--- config.mk ---
export PLATFORM = sky130hd
export DESIGN_NAME = cfs_status_timer
export DESIGN_NICKNAME = d
export VERILOG_FILES = /design/src/design/cfs_pkg.sv /design/src/design/cfs_mask_match.sv /design/src/design/cfs_status_timer.sv
export SDC_FILE = /design/constraint.sdc
export NUM_CORES = 1
export LEC_CHECK = 0
export ABC_AREA = 1
export ABC_CLOCK_PERIOD_IN_PS = 2950
export BUFFER_PORTS_ARGS = -buffer_cell sky130_fd_sc_hd__buf_4
export CORE_MARGIN = 2
export CORE_UTILIZATION = 52
export DETAILED_ROUTE_END_ITERATION = 8
export PLACE_DENSITY = 0.77
export SYNTH_ARGS = -nofsm -noshare
export SYNTH_HDL_FRONTEND = slang
export SYNTH_SLANG_ARGS = --single-unit
--- constraint.sdc ---
create_clock -name core_clk -period 2.95 [get_ports core_clk]
set_clock_uncertainty 0.2 [all_clocks]
set_input_delay 0.59 -clock core_clk [delete_from_list [all_inputs] [get_ports core_clk]]
set_output_delay 0.59 -clock core_clk [all_outputs]
set_load 0.02 [all_outputs]
--- src/design/cfs_pkg.sv ---
// Package: register map, field layout and reset values of the FIFO status,
// timestamp timer and acceptance mask block.
// Assumes a 32-bit APB slave with word-aligned registers.
package cfs_pkg;
  localparam logic [7:0] CFS_OFF_FIFO_PEND = 8'h00;
  localparam logic [7:0] CFS_OFF_RX_OVF = 8'h04;
  localparam logic [7:0] CFS_OFF_TIMER = 8'h08;
  localparam logic [7:0] CFS_OFF_CTRL = 8'h0C;
  localparam logic [7:0] CFS_OFF_IRQ_STAT = 8'h10;
  localparam logic [7:0] CFS_OFF_IRQ_MASK = 8'h14;
  localparam logic [7:0] CFS_OFF_MASK0 = 8'h20;
  localparam int CFS_NUM_MASKS = 4;
  localparam int CFS_NUM_FIFOS = 32;
  // Implemented bits of an acceptance mask: 31:21, 19, 17:0
  localparam logic [31:0] CFS_MASK_IMPL = 32'hFFEB_FFFF;
  localparam int CFS_MASK_IDE_BIT = 19;
  localparam logic [31:0] CFS_WORD_RESET = 32'h0000_0000;
  // Control register fields
  localparam int CFS_CTRL_CAP_BIT = 20;
  localparam int CFS_CTRL_MODE_LSB = 21;
  localparam logic [2:0] CFS_MODE_CONFIG = 3'h4;
  localparam logic [2:0] CFS_MODE_RESET = 3'h4;
  // Interrupt status bit positions
  localparam int CFS_IRQ_TMR_BIT = 0;
  localparam int CFS_IRQ_OVF_BIT = 1;
  localparam int CFS_IRQ_W = 2;
  localparam logic [15:0] CFS_CNT_RESET = 16'h0000;
  localparam logic [15:0] CFS_CNT_MAX = 16'hFFFF;
endpackage

--- src/design/cfs_mask_match.sv ---
// Acceptance comparator for one mask against one filter and one message.
// Assumes identifiers arrive as 11-bit standard plus 18-bit extended parts.
`timescale 1ns/100ps
module cfs_mask_match import cfs_pkg::*; (
  input wire logic [31:0] maskWord,
  input wire logic [10:0] fltStd,
  input wire logic [17:0] fltExt,
  input wire logic fltIsExt,
  input wire logic [10:0] msgStd,
  input wire logic [17:0] msgExt,
  input wire logic msgIsExt,
  output logic hit
);
  wire logic [10:0] stdMask = maskWord[31:21];
  wire logic [17:0] extMask = maskWord[17:0];
  wire logic identTypeMatch = maskWord[CFS_MASK_IDE_BIT];
  wire logic stdEq = ((fltStd ^ msgStd) & stdMask) == 11'h000;
  wire logic extEq = ((fltExt ^ msgExt) & extMask) == 18'h00000;
  wire logic idEq = msgIsExt ? (stdEq && extEq) : stdEq;
  wire logic typeOk = !identTypeMatch || (fltIsExt == msgIsExt);
  assign hit = idEq && typeOk;
endmodule // cfs_mask_match

--- src/design/cfs_status_timer.sv ---
// Top: FIFO pending/overflow status, timestamp timer, acceptance masks,
// control and interrupt registers behind an APB slave.
// Assumes one clock, synchronous active-high reset, FIFO event inputs
// synchronous to core_clk.
//
// Our own choices: the address map and the APB slave port.
`timescale 1ns/100ps
// Notes on behaviour
// - Pending word: bit per FIFO, one while any enabled interrupt pending.
// - Overflow word: bit per FIFO, set once that FIFO overflowed.
// - Upper timer half counts once per prescale period while capture enabled.
// - Prescale zero counts every clock; value N counts every N clocks.
// - Capture disabled freezes the whole timer register.
// - Any timer write restarts the prescale count, keeps written prescale.
// - Four masks: standard id 31:21, type match 19, extended 17:0.
// - Unimplemented mask bits ignore writes and read zero.
// - Mask one compares the id bit, zero makes it don't-care.
// - Type match one requires format agreement; zero accepts either.
// - Mask writes only take effect in configuration mode 100.
// - Timestamp overflow sets the timer overflow flag.
module cfs_status_timer import cfs_pkg::*; #(
  parameter int NUM_FIFOS = CFS_NUM_FIFOS
) (
  input wire logic core_clk,
  input wire logic srst,
  input wire logic clkEn,
  input wire logic psel,
  input wire logic penable,
  input wire logic pwrite,
  input wire logic [7:0] paddr,
  input wire logic [31:0] pwdata,
  output logic [31:0] prdata,
  output logic pready,
  output logic pslverr,
  input wire logic [NUM_FIFOS-1:0] fifoIrqCond,
  input wire logic [NUM_FIFOS-1:0] fifoOverflowEvt,
  input wire logic [1:0] fltMaskSel,
  input wire logic [10:0] fltStd,
  input wire logic [17:0] fltExt,
  input wire logic fltIsExt,
  input wire logic [10:0] msgStd,
  input wire logic [17:0] msgExt,
  input wire logic msgIsExt,
  output logic maskHit,
  output logic [2:0] operatingModeField,
  output logic timerOverflowFlag,
  output logic irq
);
  function automatic logic isAddr(input logic [7:0] a, input logic [7:0] off);
    isAddr = (a == off);
  endfunction

  logic [NUM_FIFOS-1:0] fifoPend_q;
  logic [NUM_FIFOS-1:0] rx_fifo_overflowed_q;
  logic [15:0] tsCount_q;
  logic [15:0] tsPrescale_q;
  logic [15:0] preCnt_q;
  logic capEn_q;
  logic [2:0] opMode_q;
  logic [CFS_IRQ_W-1:0] irqStat_q;
  logic [CFS_IRQ_W-1:0] irqMask_q;
  logic [31:0] mask_q [CFS_NUM_MASKS];
  logic [31:0] prdata_q;

  wire logic access = psel && penable && clkEn;
  wire logic wrAcc = access && pwrite;
  wire logic rdAcc = access && !pwrite;
  wire logic selMask = (paddr[7:4] == CFS_OFF_MASK0[7:4]) && (paddr[3:2] <= 2'h3)
    && (paddr[1:0] == 2'h0);
  wire logic [1:0] maskIdx = paddr[3:2];
  wire logic selKnown = isAddr(paddr, CFS_OFF_FIFO_PEND) || isAddr(paddr, CFS_OFF_RX_OVF)
    || isAddr(paddr, CFS_OFF_TIMER) || isAddr(paddr, CFS_OFF_CTRL)
    || isAddr(paddr, CFS_OFF_IRQ_STAT) || isAddr(paddr, CFS_OFF_IRQ_MASK) || selMask;
  wire logic wrTimer = wrAcc && isAddr(paddr, CFS_OFF_TIMER);
  wire logic wrCtrl = wrAcc && isAddr(paddr, CFS_OFF_CTRL);
  wire logic wrIrqStat = wrAcc && isAddr(paddr, CFS_OFF_IRQ_STAT);
  wire logic wrIrqMask = wrAcc && isAddr(paddr, CFS_OFF_IRQ_MASK);
  wire logic inConfig = (opMode_q == CFS_MODE_CONFIG);
  wire logic wrMask = wrAcc && selMask && inConfig;

  wire logic preDone = (tsPrescale_q == 16'h0000) || (preCnt_q >= tsPrescale_q - 16'h0001);
  wire logic tsTick = capEn_q && preDone && !wrTimer;
  wire logic tsWrap = tsTick && (tsCount_q == CFS_CNT_MAX);
  wire logic [CFS_IRQ_W-1:0] irqEvt = {|fifoOverflowEvt, tsWrap};

  // Next values as named wires; register blocks below only load them, except the masks, which load pwdata & CFS_MASK_IMPL
  wire logic [NUM_FIFOS-1:0] fifoPend_d = fifoIrqCond;
  wire logic [NUM_FIFOS-1:0] rx_fifo_overflowed_d = rx_fifo_overflowed_q | fifoOverflowEvt;
  wire logic [15:0] preCntInc = preCnt_q + 16'h0001;
  wire logic [15:0] preCntRun = preDone ? CFS_CNT_RESET : preCntInc;
  // Prescale count holds while capture is off, so a restart resumes the period
  wire logic [15:0] preCnt_d = wrTimer ? CFS_CNT_RESET : (capEn_q ? preCntRun : preCnt_q);
  wire logic [15:0] tsCountInc = tsCount_q + 16'h0001;
  wire logic [15:0] tsCount_d = wrTimer ? pwdata[31:16] : (tsTick ? tsCountInc : tsCount_q);
  wire logic [15:0] tsPrescale_d = wrTimer ? pwdata[15:0] : tsPrescale_q;
  wire logic capEn_d = wrCtrl ? pwdata[CFS_CTRL_CAP_BIT] : capEn_q;
  wire logic [2:0] opMode_d = wrCtrl ? pwdata[CFS_CTRL_MODE_LSB +: 3] : opMode_q;
  wire logic [CFS_IRQ_W-1:0] irqMask_d = wrIrqMask ? pwdata[CFS_IRQ_W-1:0] : irqMask_q;
  wire logic [CFS_IRQ_W-1:0] irqClr = wrIrqStat ? pwdata[CFS_IRQ_W-1:0] : '0;
  wire logic [CFS_IRQ_W-1:0] irqStat_d = (irqStat_q & ~irqClr) | irqEvt;

  genvar fi;
  generate
    for (fi = 0; fi < NUM_FIFOS; fi++) begin : gFifo
      always_ff @(posedge core_clk) begin
        if (srst) begin
          fifoPend_q[fi] <= 1'b0;
        end else if (clkEn) begin
          fifoPend_q[fi] <= fifoPend_d[fi];
        end
      end

      always_ff @(posedge core_clk) begin
        if (srst) begin
          rx_fifo_overflowed_q[fi] <= 1'b0;
        end else if (clkEn) begin
          rx_fifo_overflowed_q[fi] <= rx_fifo_overflowed_d[fi];
        end
      end
    end
  endgenerate

  always_ff @(posedge core_clk) begin
    if (srst) begin
      preCnt_q <= CFS_CNT_RESET;
    end else if (clkEn) begin
      preCnt_q <= preCnt_d;
    end
  end

  always_ff @(posedge core_clk) begin
    if (srst) begin
      tsCount_q <= CFS_CNT_RESET;
    end else if (clkEn) begin
      tsCount_q <= tsCount_d;
    end
  end

  always_ff @(posedge core_clk) begin
    if (srst) begin
      tsPrescale_q <= CFS_CNT_RESET;
    end else if (clkEn) begin
      tsPrescale_q <= tsPrescale_d;
    end
  end

  always_ff @(posedge core_clk) begin
    if (srst) begin
      capEn_q <= 1'b0;
    end else if (clkEn) begin
      capEn_q <= capEn_d;
    end
  end

  // Comes out of reset in configuration mode so masks can be loaded first
  always_ff @(posedge core_clk) begin
    if (srst) begin
      opMode_q <= CFS_MODE_RESET;
    end else if (clkEn) begin
      opMode_q <= opMode_d;
    end
  end

  always_ff @(posedge core_clk) begin
    if (srst) begin
      irqMask_q <= '0;
    end else if (clkEn) begin
      irqMask_q <= irqMask_d;
    end
  end

  always_ff @(posedge core_clk) begin
    if (srst) begin
      irqStat_q <= '0;
    end else if (clkEn) begin
      irqStat_q <= irqStat_d;
    end
  end

  genvar gi;
  generate
    for (gi = 0; gi < CFS_NUM_MASKS; gi++) begin : gMask
      always_ff @(posedge core_clk) begin
        if (srst) begin
          mask_q[gi] <= CFS_WORD_RESET;
        end else if (clkEn && wrMask && (maskIdx == 2'(gi))) begin
          mask_q[gi] <= pwdata & CFS_MASK_IMPL;
        end
      end
    end
  endgenerate

  wire logic [31:0] ctrlWord = {8'h00, opMode_q, capEn_q, 20'h00000};
  wire logic [31:0] fifoPendWord = 32'(fifoPend_q);
  wire logic [31:0] rxOvfWord = 32'(rx_fifo_overflowed_q);
  wire logic [31:0] rdMux =
    isAddr(paddr, CFS_OFF_FIFO_PEND) ? fifoPendWord :
    isAddr(paddr, CFS_OFF_RX_OVF) ? rxOvfWord :
    isAddr(paddr, CFS_OFF_TIMER) ? {tsCount_q, tsPrescale_q} :
    isAddr(paddr, CFS_OFF_CTRL) ? ctrlWord :
    isAddr(paddr, CFS_OFF_IRQ_STAT) ? 32'(irqStat_q) :
    isAddr(paddr, CFS_OFF_IRQ_MASK) ? 32'(irqMask_q) :
    selMask ? mask_q[maskIdx] : 32'h0000_0000;

  always_ff @(posedge core_clk) begin
    if (srst) begin
      prdata_q <= 32'h0000_0000;
    end else if (clkEn && psel && !penable && !pwrite) begin
      prdata_q <= rdMux;
    end
  end

  // Read data captured in setup so access completes with zero wait states
  assign prdata = prdata_q;
  assign pready = clkEn;
  assign pslverr = psel && penable && !selKnown;

  cfs_mask_match uMatch (
    .maskWord(mask_q[fltMaskSel]),
    .fltStd(fltStd),
    .fltExt(fltExt),
    .fltIsExt(fltIsExt),
    .msgStd(msgStd),
    .msgExt(msgExt),
    .msgIsExt(msgIsExt),
    .hit(maskHit)
  );

  assign operatingModeField = opMode_q;
  assign timerOverflowFlag = irqStat_q[CFS_IRQ_TMR_BIT];
  assign irq = |(irqStat_q & irqMask_q);
  wire logic unusedRd = rdAcc;
endmodule // cfs_status_timer

Word level (Yosys, flattened, before mapping)
Memories as Yosys holds them, arrays and structs flattened.
Cells that the tools add are included.
{"block": "word_totals", "reg_bits": 152, "mem_bits_rw": 120, "wordCells": 188, "out_inout_bits": 40, "inputBits": 172, "memories": 1}
{"memory": "mask_q", "words": 4, "width": 30, "read_ports": 2, "rd_ports_with_merged_regs": 0, "write_ports": 4, "line": "cfs_status_timer.sv:62", "rtl": "logic [31:0] mask_q [CFS_NUM_MASKS];"}
{"block": "classes", "n_mux": 32, "n_lt_le_gt_ge": 2, "bitwise_logic": 13, "n_reduce_logical": 53, "n_eq_ne": 12, "add_sub_neg": 3}
{"op": "$mux W32", "n": 7}
{"op": "$mux W30", "n": 4}
{"op": "$mux W16", "n": 5}
{"op": "$add A16 B1 Y16 const B", "n": 2}
{"op": "$or A32 B32 Y32", "n": 1}
{"op": "$reduce_or A32 Y1", "n": 1}
{"op": "$logic_and A1 B1 Y1", "n": 25}
{"op": "$and A18 B18 Y18", "n": 1}
{"op": "$logic_not A18 Y1", "n": 1}
{"op": "$xor A18 B18 Y18", "n": 1}
{"op": "$eq A16 B16 Y1 const B", "n": 1}
{"op": "$eq A8 B4 Y1 const B", "n": 2}
{"op": "$eq A8 B5 Y1 const B", "n": 2}
{"op": "$ge A16 B16 Y1", "n": 1}
{"op": "$logic_not A16 Y1", "n": 1}
{"op": "$sub A16 B1 Y16 const B", "n": 1}
{"op": "$mux W1", "n": 15}
{"op": "$and A11 B11 Y11", "n": 1}
{"op": "$logic_not A11 Y1", "n": 1}
{"op": "$xor A11 B11 Y11", "n": 1}
{"op": "$reduce_and A2 Y1", "n": 5}
{"op": "$eq A8 B3 Y1 const B", "n": 1}
{"op": "$logic_not A8 Y1", "n": 1}
{"op": "$logic_or A1 B1 Y1", "n": 8}
{"op": "other kinds (15)", "n": 26}

Depth between registers and ports, before layout
{"block": "logic_depth", "word_depth": 11, "depth_mapped": 23, "mapped_depth_nobuf": 22}

Hierarchy
Synthesis repeated with hierarchy kept, for this count alone.
{"block": "hier_totals", "hier_cells": 1867, "area_unflattened_um2": 13933.4}
{"mod": "cfs_status_timer", "area_each_um2": 13377.8, "cells_each": 1737, "seq_area_each_um2": 6646.4, "instances": 1}
{"mod": "cfs_mask_match", "area_each_um2": 555.5, "cells_each": 130, "seq_area_each_um2": 0.0, "instances": 1}

Worst setup path after synthesis
No wires, ideal clock.
{"block": "synth_timing", "path_kind": "register to register", "start": "reg tsPrescale_q[0]", "end": "reg tsCount_q[10]", "required_time_ns": 2.637, "path_buffers": 1, "arrival_ns": 2.915, "setup_slack_ns": -0.278, "setup_ns": 0.113, "synth_period_minus_slack_ns": 3.228, "path_stages_with_launch": 22, "cell_sequence": "dfxtp_1 -> inv_1 -> ha_1 -> nand2_1 -> nor3_1 -> nand2_1 -> nor2_1 -> nand4_1 -> o22ai_1 -> inv_1 -> ha_1 -> nand2_1 -> inv_1 -> nand2_1 -> nand3_1 -> a21oi_1 -> nand4_1 -> nor2_2 -> nor2_4 -> buf_2 -> nor2_1 -> nor2_1"}
{"block": "synth_via", "elab_chain_len": 7, "word_cells_on_any_way": 8, "classes_between": "add/sub (1); order compare (1); reduce/logical (6)"}
{"element": "from (decl)", "line": "cfs_status_timer.sv:56", "rtl": "logic [15:0] tsPrescale_q;"}
{"element": "from (signal assigned)", "line": "cfs_status_timer.sv:143", "rtl": "tsPrescale_q <= tsPrescale_d;"}
{"element": "$sub A16 B1 Y16", "line": "cfs_status_timer.sv:81", "rtl": "wire logic preDone = (tsPrescale_q == 16'h0000) || (preCnt_q >= tsPrescale_q - 16'h0001);"}
{"element": "$ge A16 B16 Y1", "line": "cfs_status_timer.sv:81"}
{"element": "$logic_or A1 B1 Y1 (*)", "line": "cfs_status_timer.sv:81"}
{"element": "$logic_and A1 B1 Y1 (*) (2 in a row)", "line": "cfs_status_timer.sv:82", "rtl": "wire logic tsTick = capEn_q && preDone && !wrTimer;"}
{"element": "$reduce_bool A2 Y1 (no line) (*)"}
{"element": "$reduce_and A2 Y1 (no line) (*)"}
{"element": "to (signal assigned)", "line": "cfs_status_timer.sv:135", "rtl": "tsCount_q <= tsCount_d;"}
{"element": "to (decl)", "line": "cfs_status_timer.sv:55", "rtl": "logic [15:0] tsCount_q;"}
Mark *: on every way between the ends. The rest lies on a longest branch, timed or not.
A chain may end at the register's enable or synchronous reset.

Final worst setup path
{"block": "layout_timing", "start": "reg tsPrescale_q[1]", "end": "reg tsCount_q[6]"}
Same word-level chain as after synthesis.

==> impl_summary.md <==
Pwr
Summed over all cells, the static leakage comes to 7.79 nW. VDD sags by at most 447 uV. The ratio of total power to cell area is 475 nW/um2.

Critical path
Walking the worst path, the cells encountered are inv_2 -> ha_4 -> nand2_4 -> nor3_4 -> nand2_1 -> nor2_2 -> nand4_1 -> buf_4 -> o22ai_1 -> inv_1 -> ha_4 -> nand2_4 -> inv_2 -> nand3_1 -> nand3_2 -> a21oi_2 -> nand4_1 -> buf_6 -> nor2_4 -> nor2_4 -> buf_12 -> nor2_1 -> nor2_1. The critical path start-end classification is register to register. The slowest stage cell on the critical path is sky130_fd_sc_hd__dfxtp_2. Data on the critical path is required at its endpoint by 3.19 ns.

STA classifies the critical path startpoint as a register. The worst endpoint data arrival time is 3.65 ns. The biggest cell delay along the critical path is 0.34 ns.

The number of buffer and inverter stages on the critical path is 6. The worst-path maximum fanout is 14. The kind of capture point of the worst setup path is a register. The cell type group with the largest total delay on the critical path is simple AND/OR/NAND/NOR gates.

Route
In this run the remaining antenna-violating nets after routing total 0. Wires add up to 45,900 um. Using the TritonRoute via totals, the vias-per-cell ratio works out to 5.76. The number of detailed-route iterations in the first pass is 6. The routed layout has 14,126 vias. Dividing the detail-routed wire length by the instance count gives 18.7 um. The final routed DRC violation total is 0. The detailed router finished its first iteration with 2,017 violations.

Clock network
CTS built an H-tree with a depth of 1. TritonCTS built the clock tree. The number of buffers added to fix hold violations after cts is 0.

The total clock buffers created by CTS is 29. Clock tree synthesis selected as its root buffer the cell sky130_fd_sc_hd__clkbuf_16. Clock-pin slew was measured on the worst setup and hold paths at 0.07 ns.

The longest clock path from root to sink contains 3 buffers. The number of clock sinks is 272. At the later pin of the worst-skew pair, clock insertion delay measures 0.55 ns.

Logic synthesis
In the post-synthesis netlist, the cell with the most instances is sky130_fd_sc_hd__nand2_1. In the synthesized netlist, the number of instances is 1,844. The share of synthesized area in the top cell type comes to 0.257. The fraction of synthesis flops using an asynchronous set or reset pin is 0. Sorting the synthesized cells by area gives the leading types as sky130_fd_sc_hd__edfxtp_1, sky130_fd_sc_hd__dfxtp_1, sky130_fd_sc_hd__nand2_1. In this run, distinct cell masters in the synthesized netlist total 41. During synthesis, Yosys emitted a total of 0 warnings. In this run the cell area of the synthesized design comes to 14,000 um2. The per-instance average area after synthesis is 7.59 um2. In this run, synthesis produced a sequential element count of 272. The top flip-flop cell by instance count after synthesis is sky130_fd_sc_hd__dfxtp_1.

Synthesis produced a netlist with a net count of 2,035. sky130_fd_sc_hd__edfxtp_1 takes more of the synthesized area than any other cell. Yosys mapped a number of flops with a built-in enable equal to 120. The share of the yosys chip area belonging to registers is 0.475. The commonest cells after synthesis are sky130_fd_sc_hd__nand2_1, sky130_fd_sc_hd__nor2_1, sky130_fd_sc_hd__o21ai_0.

Timing
The number of max-slew violations in the final report is 0. The relative max-transition margin is 0.501. The transition time at the pin with the least slew margin is 0.749 ns. Of the available clock period, the critical path in the final layout requires 1.16.

The final setup slack of the worst path is -0.464 ns. The minimum clock period is 3.41 ns. Timing would allow up to 293 MHz.

The final setup violation count is 33. Setup repair after global routing could not meet its margin everywhere. The final hold violation count is 0.

Floorplan
The horizontal extent of the die is 168 um. The floorplan step set the die height to 168 um. The number of core rows is 60. The starting density of the core is 0.524. The floorplan die area is 28,300 um2. In this run the count of I/O pins placed on the die edge is 212. The area of the core is 26,700 um2.

Finish
The number of diodes added for antenna fixing is 0. The proportion of layout cells with a drive suffix above 1 is 0.213. The total number of nets in the final design is 2,283. The non-filler instance count after layout is 2,454.

Counting the fill cells in the layout gives 2,202. Compared with the post-synthesis result, the final layout area differs by 27.5%.

GRT
The maximum number of pins on one net before global-route repair is 70. After global routing the overflow that remains totals 0. The initial antenna violation count is 0. In the global route stage, overall resource usage came out at 0.303.

The first global-routing pass estimated 68,100 um of wire. The via count of the first global-routing pass is 12,917.

Placement
At the placement stage, the worst setup path has a slack of -0.228 ns. The count of buffers added on input and output ports is 211. The final RePlAce weighted congestion is 0.925.

The number of cells after detailed placement is 2,383. The estimated wirelength of the detail-placed design is 31,000 um.

Job
The max-cap check violation count is 0.

Status
The checks that failed: setup timing. The flow ran to the end, but the final reports show violations.

Min path
The tightest min-delay check is of the input port to register type.
[flip-flops by register name, summed over array words and instances, names as in the netlist]
register and count:
tsCount_q 16, mask_q 120, operatingModeField 3, rxOvfWord 32
fifoPendWord 32, prdata 32, capEn_q 1, irqMask_q 2
irqStat_q 2, tsPrescale_q 16, preCnt_q 16
[cell type report]
cell class,instances,area [um2],share of cell area
clock buffers,44,875,0.0490
clock inverters,8,45.0,0.00252
inverters,163,623,0.0349
multi-input cells,1310,6600,0.370
flip-flops and latches,272,6650,0.373
well taps,341,427,0.0239
repair buffers,316,2630,0.147
[repair_timing]
| action | 4_1_cts | 5_1_grt |
|---|---|---|
| setup endpoints to repair | 32 | 34 |
| gates cloned | 1 | 6 |
| pin swaps | 3 | 26 |
| gates resized for setup | 18 | 67 |
| endpoints found under the hold margin | 0 | 0 |
| setup buffers | 4 | 9 |
[cell families (layout without fill, tap and decap cells)]
| logic type | after synthesis | in the layout | synth area share |
|---|---|---|---|
| compound gates | 398 | 398 | 0.152 |
| xor+xnor | 61 | 61 | 0.0382 |
| fa+ha+maj | 19 | 19 | 0.0170 |
| buf+inv | 263 | 531 | 0.0754 |
| flops | 272 | 272 | 0.475 |
| mux | 1 | 1 | 0.000715 |
| simple gates | 830 | 831 | 0.242 |
[worst min-delay path, delay by kind of cell]
family	cells	cell delay (ns)
buffers and inverters	1	0.07
AND/OR/NAND/NOR	2	0.11
[report_power, final]
part           internal, W  total (W)  leakage, nW  switching, W
logic             0.000352   0.000856         4.86      0.000504
registers          0.00404    0.00410         2.47     0.0000554
clock network      0.00204    0.00352        0.456       0.00149
[metrics by stage]
step	total power, W	instance area [um2]	utilization	TNS (ns)	hold slack, ns
floorplan	0.00456	14100	-	-0.311	0.231
global placement	0.00495	16400	0.615	-1.52	0.241
CTS	0.00844	17400	0.652	-2.11	0.0678
global route	0.00872	17800	0.668	-17.73	0.0868
detailed placement	0.00497	16400	0.615	-4.87	0.246
finish	0.00848	17800	0.668	-13.74	0.0659
[cells in the final DEF, fill, tap and decap left out, types with 5 or more instances in the layout]
master                        n
sky130_fd_sc_hd__clkbuf_1     8
sky130_fd_sc_hd__xor2_1      54
sky130_fd_sc_hd__ha_1        15
sky130_fd_sc_hd__o22ai_1     18
sky130_fd_sc_hd__buf_6       10
sky130_fd_sc_hd__xnor2_1      7
sky130_fd_sc_hd__inv_1      146
sky130_fd_sc_hd__buf_4      289
sky130_fd_sc_hd__nor2_2      21
sky130_fd_sc_hd__clkbuf_16   33
sky130_fd_sc_hd__nand2_1    375
sky130_fd_sc_hd__o21ai_0    187
sky130_fd_sc_hd__nand3_2     12
sky130_fd_sc_hd__nor3_1      13
sky130_fd_sc_hd__a21oi_2      5
sky130_fd_sc_hd__o2111ai_1   18
sky130_fd_sc_hd__clkbuf_8     5
sky130_fd_sc_hd__nand2_4      6
sky130_fd_sc_hd__inv_2       11
sky130_fd_sc_hd__o211ai_1     5
sky130_fd_sc_hd__dfxtp_1    150
sky130_fd_sc_hd__clkinv_2     6
sky130_fd_sc_hd__nand3_1     45
sky130_fd_sc_hd__nor4_1       9
sky130_fd_sc_hd__a21oi_1    148
sky130_fd_sc_hd__nor2_1     304
sky130_fd_sc_hd__buf_12      14
sky130_fd_sc_hd__edfxtp_1   120
sky130_fd_sc_hd__nor2_4       7
sky130_fd_sc_hd__nand4_1     23
[worst paths after layout]
check                  start               to  slack (ns)  depth (start not counted)
max          tsPrescale_q[1]     tsCount_q[6]       -0.46                         23
min           fifoIrqCond[1]  fifoPendWord[1]        0.07                          3
max reg2reg  tsPrescale_q[1]     tsCount_q[6]       -0.46                         23
min reg2reg    rxOvfWord[30]    rxOvfWord[30]        0.25                          2
[layer usage]
layer / GRT usage / routed length [um] / up-vias
li1: - / - / 6582
met1: 0.429 / 18300 / 6467
met2: 0.492 / 20800 / 941
met3: 0.0378 / 5240 / 136
met4: 0.0885 / 1490 / 0
met5: 0 / 0 / -
Note: power is estimated with default switching activity, not from simulation.
